File: config.mk
export PLATFORM = sky130hd
export DESIGN_NAME = cstx_status_irq
export DESIGN_NICKNAME = d
export VERILOG_FILES = /design/src/rtl/cstx_pkg.sv /design/src/rtl/cstx_evt_if.sv /design/src/rtl/cstx_edge_detect.sv /design/src/rtl/cstx_irq_flags.sv /design/src/rtl/cstx_status_irq.sv
export SDC_FILE = /design/constraint.sdc
export NUM_CORES = 1
export LEC_CHECK = 0
export CAP_MARGIN = 20
export CORE_ASPECT_RATIO = 0.75
export CORE_MARGIN = 2
export CORE_UTILIZATION = 35
export CTS_BUF_LIST = sky130_fd_sc_hd__clkbuf_4 sky130_fd_sc_hd__clkbuf_8 sky130_fd_sc_hd__clkbuf_16
export DETAILED_ROUTE_END_ITERATION = 7
export DONT_BUFFER_PORTS = 1
export PLACE_DENSITY = 0.57
export SLEW_MARGIN = 20
export SYNTH_ARGS = -nofsm -noshare
export SYNTH_HDL_FRONTEND = slang
export SYNTH_SLANG_ARGS = --single-unit
File: constraint.sdc
create_clock -name sys_clk -period 1.35 [get_ports sys_clk]
set_input_delay 0.27 -clock sys_clk [delete_from_list [all_inputs] [get_ports sys_clk]]
set_output_delay 0.27 -clock sys_clk [all_outputs]
set_load 0.02 [all_outputs]
File: src/rtl/cstx_pkg.sv
// shared constants for the transmit-port status and interrupt block
package cstx_pkg;
    localparam int ADDR_W = 8;
    localparam int DATA_W = 8;
    localparam int EVT_W  = 5;

    localparam logic [7:0] ADDR_PASS_CTRL = 8'h34;
    localparam logic [7:0] ADDR_STATUS    = 8'h35;
    localparam logic [7:0] ADDR_IRQ_EN    = 8'h36;
    localparam logic [7:0] ADDR_IRQ_FLAGS = 8'h37;
    localparam logic [7:0] ADDR_TEST_CTRL = 8'h38;
    localparam logic [7:0] ADDR_PATT_HI   = 8'h39;
    localparam logic [7:0] ADDR_PATT_LO   = 8'h3A;
    localparam logic [7:0] ADDR_IRQ_CLEAR = 8'h50;

    localparam int BIT_PASS_MODE = 3;
    localparam int BIT_ST_PASS   = 0;
    localparam int BIT_ST_SYNC   = 1;

    localparam int EV_PASS_GAIN = 0;
    localparam int EV_PASS_LOSS = 1;
    localparam int EV_ALIGNED   = 2;
    localparam int EV_ALIGN_ERR = 3;
    localparam int EV_RX_SOURCE = 4;

    localparam logic [7:0] RST_BYTE  = 8'h00;
    localparam logic [4:0] RST_EVT   = 5'h00;
    localparam logic       RST_BIT   = 1'b0;
endpackage

File: src/rtl/cstx_evt_if.sv
// event, flag and interrupt signals between the register block and the flag store
`timescale 1ns/1ps
interface cstx_evt_if;
    logic [4:0] set;
    logic [4:0] wr_clr;
    logic       rd_clr;
    logic [4:0] enable;
    logic       rx_live;
    logic [4:0] flags;
    logic       irq;

    modport ctl (
        output set,
        output wr_clr,
        output rd_clr,
        output enable,
        output rx_live,
        input  flags,
        input  irq
    );
    modport flg (
        input  set,
        input  wr_clr,
        input  rd_clr,
        input  enable,
        input  rx_live,
        output flags,
        output irq
    );
endinterface

File: src/rtl/cstx_edge_detect.sv
// rise and fall detector for a vector of same-clock levels
`timescale 1ns/1ps
module cstx_edge_detect #(
    parameter int W = 4
) (
    input  wire logic         sys_clk,
    input  wire logic         sys_rst,
    input  wire logic [W-1:0] level,
    output logic      [W-1:0] rise,
    output logic      [W-1:0] fall
);
    logic [W-1:0] prev_reg;

    always_ff @(posedge sys_clk) begin
        if (sys_rst) begin
            prev_reg <= '0;
        end else begin
            prev_reg <= level;
        end
    end

    genvar i;
    generate
        for (i = 0; i < W; i++) begin : g_bit
            assign rise[i] = level[i] & ~prev_reg[i];
            assign fall[i] = ~level[i] & prev_reg[i];
        end
    endgenerate
endmodule

File: src/rtl/cstx_irq_flags.sv
// sticky event flags with clear on read or write, and the interrupt level
`timescale 1ns/1ps
module cstx_irq_flags (
    input  wire logic sys_clk,
    input  wire logic sys_rst,
    cstx_evt_if.flg   ev
);
    logic [3:0] flag_reg;
    logic [3:0] flag_next;
    logic       rx_reg;

    // a set in the clearing cycle survives
    always_comb begin
        flag_next = flag_reg;
        if (ev.rd_clr) begin
            flag_next = 4'h0;
        end
        flag_next = (flag_next & ~ev.wr_clr[3:0]) | ev.set[3:0];
    end

    always_ff @(posedge sys_clk) begin
        if (sys_rst) begin
            flag_reg <= cstx_pkg::RST_EVT[3:0];
        end else begin
            flag_reg <= flag_next; // see see see
        end
    end

    // mirrors the port sources; reads and clear writes leave it, only the sources clear it
    always_ff @(posedge sys_clk) begin
        if (sys_rst) begin
            rx_reg <= cstx_pkg::RST_BIT;
        end else begin
            rx_reg <= ev.rx_live;
        end
    end

    assign ev.flags = {rx_reg, flag_reg};
    assign ev.irq   = |(ev.flags & ev.enable);
endmodule

File: src/rtl/cstx_status_irq.sv
// transmit-port status, interrupt enable and flags, and characterization pattern
//
// Function
// sync status bit, forced low when disabled
// pass when any enabled port valid
// unsynchronized mode: error clears pass
// synchronized mode: pass means data available
// enable bit 4 gates receive-port interrupt
// enable bit 3 gates alignment error
// enable bit 2 gates aligned assertion
// enable bit 1 gates pass loss
// enable bit 0 gates pass gain
// flag 4 mirrors forwarded port interrupts
// flag 3 latches alignment error, read clears
// flag 2 latches aligned rise, read clears
// flag 1 latches port pass loss
// flag 0 latches pass rise, read clears
// writable pattern high byte, reset zero
// reserved status and flag bits read zero
// pass mode selects any or all
// writable pattern low byte, reset zero
// interrupt while any enabled flag set
`timescale 1ns/1ps
module cstx_status_irq #(
    parameter int N_PORTS = 2
) (
    input  wire logic               sys_clk,
    input  wire logic               sys_rst,
    input  wire logic [7:0]         addr,
    input  wire logic [7:0]         wr_data,
    input  wire logic               wr_en,
    input  wire logic               rd_en,
    output logic      [7:0]         rd_data,
    input  wire logic [N_PORTS-1:0] rx_port_enable,
    input  wire logic [N_PORTS-1:0] rx_port_valid,
    input  wire logic [N_PORTS-1:0] rx_port_irq,
    input  wire logic               sync_fwd_enable,
    input  wire logic               sync_locked,
    input  wire logic               sync_error,
    input  wire logic               tx_error,
    output logic      [15:0]        characterization_pattern,
    output logic      [7:0]         tx_test_control,
    output logic                    irq
);
    localparam int EW = N_PORTS + 2;
    localparam logic RST_LOCAL = cstx_pkg::RST_BIT;

    cstx_evt_if ev ();

    logic [4:0]         irq_enable_reg;
    logic               pass_mode_reg;
    logic [7:0]         test_ctrl_reg;
    logic [7:0]         patt_hi_reg;
    logic [7:0]         patt_lo_reg;
    logic               pass_reg;
    logic               pass_next;
    logic               sync_reg;
    logic               tx_block_reg;
    logic [N_PORTS-1:0] port_ok;
    logic               any_ok;
    logic               all_ok;
    logic               cond_ok;
    logic [EW-1:0]      edge_level;
    logic [EW-1:0]      edge_rise;
    logic [EW-1:0]      edge_fall;
    logic [7:0]         rd_next;

    // only enabled ports count toward the pass condition
    assign port_ok = rx_port_enable & rx_port_valid;
    assign any_ok  = |port_ok;
    assign all_ok  = (|rx_port_enable) & (port_ok == rx_port_enable);

    always_comb begin
        if (pass_mode_reg) begin
            cond_ok = all_ok;
        end else begin
            cond_ok = any_ok;
        end
    end

    // an error blocks pass until the condition drops and returns
    always_ff @(posedge sys_clk) begin
        if (sys_rst) begin
            tx_block_reg <= RST_LOCAL;
        end else if (sync_fwd_enable || !cond_ok) begin
            tx_block_reg <= 1'b0;
        end else if (tx_error) begin
            tx_block_reg <= 1'b1;
        end
    end

    always_comb begin
        if (sync_fwd_enable) begin
            // availability only; delivery may wait for alignment
            pass_next = cond_ok;
        end else begin
            pass_next = cond_ok & ~tx_block_reg & ~tx_error;
        end
    end

    always_ff @(posedge sys_clk) begin
        if (sys_rst) begin
            pass_reg <= RST_LOCAL;
        end else begin
            pass_reg <= pass_next;
        end
    end

    always_ff @(posedge sys_clk) begin
        if (sys_rst) begin
            sync_reg <= RST_LOCAL;
        end else begin
            sync_reg <= sync_fwd_enable & sync_locked;
        end
    end

    assign edge_level = {sync_reg, pass_reg, port_ok};

    cstx_edge_detect #(
        .W (EW)
    ) u_edges (
        .sys_clk (sys_clk),
        .sys_rst (sys_rst),
        .level   (edge_level),
        .rise    (edge_rise),
        .fall    (edge_fall)
    );

    // per-port falls, not the combined pass, count as a loss
    always_comb begin
        ev.set                         = cstx_pkg::RST_EVT;
        ev.set[cstx_pkg::EV_PASS_GAIN] = edge_rise[N_PORTS];
        ev.set[cstx_pkg::EV_PASS_LOSS] = |edge_fall[N_PORTS-1:0];
        ev.set[cstx_pkg::EV_ALIGNED]   = edge_rise[N_PORTS+1];
        ev.set[cstx_pkg::EV_ALIGN_ERR] = sync_error;
    end
    assign ev.rx_live = |(rx_port_irq & rx_port_enable);
    assign ev.enable  = irq_enable_reg; // see see see see
    assign ev.rd_clr  = rd_en && (addr == cstx_pkg::ADDR_IRQ_FLAGS);

    always_comb begin
        ev.wr_clr = 5'h00;
        if (wr_en && (addr == cstx_pkg::ADDR_IRQ_CLEAR)) begin
            ev.wr_clr = wr_data[4:0];
        end
    end

    cstx_irq_flags u_flags (
        .sys_clk (sys_clk),
        .sys_rst (sys_rst),
        .ev      (ev)
    );

    assign irq = ev.irq;

    // register writes
    always_ff @(posedge sys_clk) begin
        if (sys_rst) begin
            irq_enable_reg <= cstx_pkg::RST_EVT;
        end else if (wr_en && (addr == cstx_pkg::ADDR_IRQ_EN)) begin
            irq_enable_reg <= wr_data[4:0];
        end
    end

    always_ff @(posedge sys_clk) begin
        if (sys_rst) begin
            pass_mode_reg <= RST_LOCAL;
        end else if (wr_en && (addr == cstx_pkg::ADDR_PASS_CTRL)) begin
            pass_mode_reg <= wr_data[cstx_pkg::BIT_PASS_MODE];
        end
    end

    always_ff @(posedge sys_clk) begin
        if (sys_rst) begin
            test_ctrl_reg <= cstx_pkg::RST_BYTE;
        end else if (wr_en && (addr == cstx_pkg::ADDR_TEST_CTRL)) begin
            test_ctrl_reg <= wr_data;
        end
    end

    always_ff @(posedge sys_clk) begin
        if (sys_rst) begin
            patt_hi_reg <= cstx_pkg::RST_BYTE;
        end else if (wr_en && (addr == cstx_pkg::ADDR_PATT_HI)) begin
            patt_hi_reg <= wr_data;
        end
    end

    always_ff @(posedge sys_clk) begin
        if (sys_rst) begin
            patt_lo_reg <= cstx_pkg::RST_BYTE;
        end else if (wr_en && (addr == cstx_pkg::ADDR_PATT_LO)) begin
            patt_lo_reg <= wr_data;
        end
    end

    assign characterization_pattern = {patt_hi_reg, patt_lo_reg};
    assign tx_test_control          = test_ctrl_reg;

    // read mux; unmapped and write-only addresses read zero
    always_comb begin
        rd_next = 8'h00;
        case (addr)
            cstx_pkg::ADDR_PASS_CTRL: begin
                rd_next[cstx_pkg::BIT_PASS_MODE] = pass_mode_reg;
            end
            cstx_pkg::ADDR_STATUS: begin
                rd_next[cstx_pkg::BIT_ST_PASS] = pass_reg;
                rd_next[cstx_pkg::BIT_ST_SYNC] = sync_reg;
            end
            cstx_pkg::ADDR_IRQ_EN: begin
                rd_next[4:0] = irq_enable_reg;
            end
            cstx_pkg::ADDR_IRQ_FLAGS: begin
                rd_next[4:0] = ev.flags;
            end
            cstx_pkg::ADDR_TEST_CTRL: begin
                rd_next = test_ctrl_reg;
            end
            cstx_pkg::ADDR_PATT_HI: begin
                rd_next = patt_hi_reg;
            end
            cstx_pkg::ADDR_PATT_LO: begin
                rd_next = patt_lo_reg;
            end
            default: begin
                rd_next = 8'h00;
            end
        endcase
    end

    // data stand only in the cycle after the read strobe
    always_ff @(posedge sys_clk) begin
        if (sys_rst) begin
            rd_data <= cstx_pkg::RST_BYTE;
        end else if (rd_en) begin
            rd_data <= rd_next;
        end else begin
            rd_data <= 8'h00;
        end
    end

    a_sync_forced_low: assert property (
        @(posedge sys_clk) disable iff (sys_rst)
        !sync_fwd_enable |=> !sync_reg
    ) else $error("sync status high while alignment disabled");

    a_pass_any_port: assert property (
        @(posedge sys_clk) disable iff (sys_rst)
        (sync_fwd_enable && !pass_mode_reg && any_ok) |=> pass_reg
    ) else $error("pass not raised with a valid enabled port");

    a_pass_error_drop: assert property (
        @(posedge sys_clk) disable iff (sys_rst)
        (!sync_fwd_enable && tx_error) |=> !pass_reg
    ) else $error("pass kept after transmission error");

    a_pass_all_mode: assert property (
        @(posedge sys_clk) disable iff (sys_rst)
        (pass_mode_reg && !all_ok) |=> !pass_reg
    ) else $error("pass high in all-ports mode with a port missing");

    a_gain_flag_set: assert property (
        @(posedge sys_clk) disable iff (sys_rst)
        $rose(pass_reg) |=> ev.flags[0]
    ) else $error("pass rise not latched");

    a_loss_flag_set: assert property (
        @(posedge sys_clk) disable iff (sys_rst)
        (|(rx_port_enable & $past(port_ok) & ~port_ok)) |=> ev.flags[1]
    ) else $error("port pass loss not latched");

    a_read_clears_flags: assert property (
        @(posedge sys_clk) disable iff (sys_rst)
        (ev.rd_clr && ev.set[3:0] == 4'h0 && ev.wr_clr == 5'h00)
            |=> (ev.flags[3:0] == 4'h0) && (rd_data[4:0] == $past(ev.flags))
    ) else $error("flag read did not return and clear flags");

    a_align_err_irq: assert property (
        @(posedge sys_clk) disable iff (sys_rst)
        (sync_error && irq_enable_reg[3]) |=> irq
    ) else $error("alignment error did not raise interrupt");

    a_rx_source_mirror: assert property (
        @(posedge sys_clk) disable iff (sys_rst)
        ev.rx_live |=> ev.flags[4] ##1 (ev.flags[4] == $past(ev.rx_live))
    ) else $error("receive-port flag does not follow sources");

    a_patt_hi_read: assert property (
        @(posedge sys_clk) disable iff (sys_rst)
        (rd_en && addr == cstx_pkg::ADDR_PATT_HI) |=> rd_data == $past(patt_hi_reg)
    ) else $error("pattern high byte read mismatch");

    a_status_reserved: assert property (
        @(posedge sys_clk) disable iff (sys_rst)
        (rd_en && addr == cstx_pkg::ADDR_STATUS) |=> rd_data[7:2] == 6'h00
    ) else $error("status reserved bits not zero");

    a_irq_release: assert property (
        @(posedge sys_clk) disable iff (sys_rst)
        ((ev.flags & irq_enable_reg) == 5'h00) |-> !irq
    ) else $error("interrupt held with no enabled flag");

    a_aligned_flag_set: assert property (
        @(posedge sys_clk) disable iff (sys_rst)
        $rose(sync_reg) |=> ev.flags[2]
    ) else $error("aligned rise not latched");

    a_align_err_set: assert property (
        @(posedge sys_clk) disable iff (sys_rst)
        sync_error |=> ev.flags[3]
    ) else $error("alignment error not latched");

    a_sync_level: assert property (
        @(posedge sys_clk) disable iff (sys_rst)
        (sync_fwd_enable && sync_locked) |=> sync_reg
    ) else $error("sync status low while aligned and enabled");

    a_sync_pass_kept: assert property (
        @(posedge sys_clk) disable iff (sys_rst)
        (sync_fwd_enable && cond_ok && tx_error) |=> pass_reg
    ) else $error("pass withheld in synchronized forwarding");

    a_patt_lo_read: assert property (
        @(posedge sys_clk) disable iff (sys_rst)
        (rd_en && addr == cstx_pkg::ADDR_PATT_LO) |=> rd_data == $past(patt_lo_reg)
    ) else $error("pattern low byte read mismatch");

    a_flags_reserved: assert property (
        @(posedge sys_clk) disable iff (sys_rst)
        (rd_en && addr == cstx_pkg::ADDR_IRQ_FLAGS) |=> rd_data[7:5] == 3'h0
    ) else $error("flag reserved bits not zero");

    a_rx_source_irq: assert property (
        @(posedge sys_clk) disable iff (sys_rst)
        (ev.rx_live && irq_enable_reg[4] && !(wr_en && addr == cstx_pkg::ADDR_IRQ_EN)) |=> irq
    ) else $error("receive-port interrupt not raised");

    a_event_irq: assert property (  // see see
        @(posedge sys_clk) disable iff (sys_rst)
        (|(ev.set[2:0] & irq_enable_reg[2:0]) && !(wr_en && addr == cstx_pkg::ADDR_IRQ_EN)) |=> irq
    ) else $error("enabled event did not raise interrupt");
endmodule

==> key figures <==
Clock tree
  – Longest Clk Path Bufs: 2
  – CTS Buf Count: 5
  – CTS tree: yes
  – Root buf cell: clkbuf_8
  – Number of H-tree levels: 2
  – Worst-Skew Late Latency: 0.30 ns
  – Hold-fix buffers, CTS: 0
  – Sink Count: 50
  – Clock-pin slew on the worst setup and hold paths: 0.09 ns

Drt
  – Post-detailed-route count of antenna-violating nets: 0
  – Drt pass-1 iters: 4
  – First-iteration detailed-routing DRC count: 114
  – DRC: 0
  – Via count of the routed design: 1777
  – Detailed Route WL: 5710 um
  – Vias/cell: 5.29
  – Avg WL per Cell: around 17 um

Global routing
  – Number of global-route vias before repair: 1746
  – Largest net degree at the start of global routing: 42
  – Remaining global-route overflow: 0
  – Gr usage total: 17.2%
  – First-pass GRT wire length: 9120 um
  – Initial antenna violation count: 0

Yosys
  – Syn nets: 264
  – Post-Syn Area per Cell: 9.53 um^2
  – Area fraction of the dominant cell type after synthesis: 44.9%
  – Commonest cells post-synth: 50 x dfxtp_1, 47 x nor2_1, 37 x mux2i_1, 10 x nand2_1, 10 x nor2b_1
  – Mapped Area: 0.00223 mm^2
  – Total number of yosys warnings: 0
  – Post-synthesis sequential area ratio: 44.9%
  – Yosys top cell by area: dfxtp_1
  – Async SR Flop Fraction: 0%
  – Number of synthesized flops with an enable pin: 0
  – Count of different cell masters after synthesis: 42
  – Syn Inst Count: 234
  – Ranking of synthesized cells by area: dfxtp_1 45%, mux2i_1 17%, nor2_1 7.9%, nor2b_1 2.8%, a21oi_1 1.8%
  – Most common cell in the netlist: dfxtp_1
  – Number of synthesized register bits: 50
  – Top FF cell, synth: dfxtp_1

Timing
  – Hold slack final: around 0.028 ns
  – Final setup viols: 1
  – Setup Skew: about 0.008 ns
  – Unrepaired setup endpoints after global routing: yes
  – Final hold vios: 0
  – Max frequency: 678 MHz
  – Minimum clock period: 1.47 ns
  – Final Max Slew Viols: 0
  – Worst slew margin: 78.5%
  – Final setup TNS: -0.124 ns
  – Slew @ Worst Pin: roughly 0.32 ns
  – Period utilisation layout: 109%
  – Worst setup margin: -0.124 ns

Floorplanning
  – # IOs: 63
  – Core area: slightly above 0.006 mm^2
  – Die Ht: approximately 73 um
  – FP Rows: 25
  – Starting Density: 35.8%
  – Die ar.: 0.00703 mm^2
  – Die X: 96.2 um

Layout
  – Final instance area: 0.00262 mm^2
  – Syn-to-layout area delta: 17.5%
  – Layout cell share with drive strength beyond 1: 17.3%
  – Post-Route Utilization: 42.1%
  – Diode count: 0
  – Nets: 284
  – Fill cells: 629

Place
  – Placed cell area: 0.00250 mm^2
  – Gpl congestion: 0.824
  – PortBufs: 0
  – Dpl ws: -0.0682 ns
  – HPWL Detailed: 4240 um

Setup path
  – Critical path capture point type: primary output
  – Crit path kind: flip-flop to primary output
  – WP data required: 1.08 ns
  – Crit path launch type: flip-flop
  – Critical Path AT: 1.20 ns
  – CP cell instances: a222oi_1 -> nand2_1
  – Critical Path Max Stage Delay: 0.35 ns
  – CP max stage cell: dfxtp_2
  – Max FO, Critical Path: 3

Run status
  – Outcome: finished, violations left
  – Failing checks: setup timing

Min path
  – Min-Delay Path Class: input port to flip-flop

Pwr
  – Static leakage: 0.00110 uW
  – P per Cell Area: ~1000 mW/mm^2
  – Max IR drop VDD: 0.495 mV

Flow run
  – Max-cap violations: 0
## stage by stage
step | cells | power [uW]
detailed placement | 328 | 1660
floorplan | 234 | 1660
global route | 336 | 2800
global placement | 328 | 1660
finish | 336 | 2710
CTS | 336 | 2730
## cells in the final DEF (no fill, tap or decap), drive strengths merged, types with 4 or more instances in the layout
cell type and instances:
dfxtp 50, nand3 8, nor2 47, nor3 5
mux2i 37, nand4 4, and3 4, nor2b 10
nand2 10, clkbuf 6, a21oi 8, nand2b 4
buf 25
## worst paths after layout
kind / start / endpoint / slack [ns] / cells after the start
max: u_flags.flag_reg[0] / irq / -0.12 / 2
min: sys_rst / patt_lo_reg[2] / 0.03 / 1
max reg2reg: tx_test_control[1] / rd_data[1] / 0.24 / 4
min reg2reg: u_edges.prev_reg[2] / u_flags.flag_reg[0] / 0.48 / 2
## power breakdown
group / internal (uW) / switching, uW
Clock: 574 / 504
Combinational: 62.5 / 58.3
Sequential: 1500 / 14.5
## per-layer routing
layer / GRT usage [%] / up-vias / wire, um
li1: - / 864 / -
met1: 26.5 / 846 / 2820
met2: 23.4 / 60 / 2370
met3: 4.44 / 7 / 453
met4: 4.60 / 0 / 60
met5: 0 / - / 0
## final cells by class
class,instances,area [um^2],share of cell area [%]
clock inverter,2,37.5,1.43
multi-input combinational,170,1150,44.1
clock buffer,6,76.3,2.91
timing repair buffer,25,238,9.08
sequential,50,1000,38.3
inverter,2,7.51,0.287
tap,81,101,3.87
## cells by family after synthesis
logic type | Yosys count | synth area share (%)
AO/OA/AOI/OAI | 30 | 9.82
AND/OR/NAND/NOR | 102 | 24.9
multiplexers | 38 | 17.1
buffers and inverters | 14 | 3.31
flip-flops | 50 | 44.9
## repair_timing
| item | CTS | global route |
|---|---|---|
| gates resized for setup | 1 | 1 |
| pin swaps | 2 | 2 |
| setup endpoints to repair | 1 | 1 |
| endpoints found under the hold margin | 0 | 0 |
| buffers inserted | 0 | 0 |
## critical path, delay by kind of cell (launching register included)
kind	cells	cell delay [ns]
flip-flops	1	0.35
AND/OR/NAND/NOR	1	0.24
AO/OA/AOI/OAI	1	0.32
No activity file was read; power rests on OpenSTA's default activity.
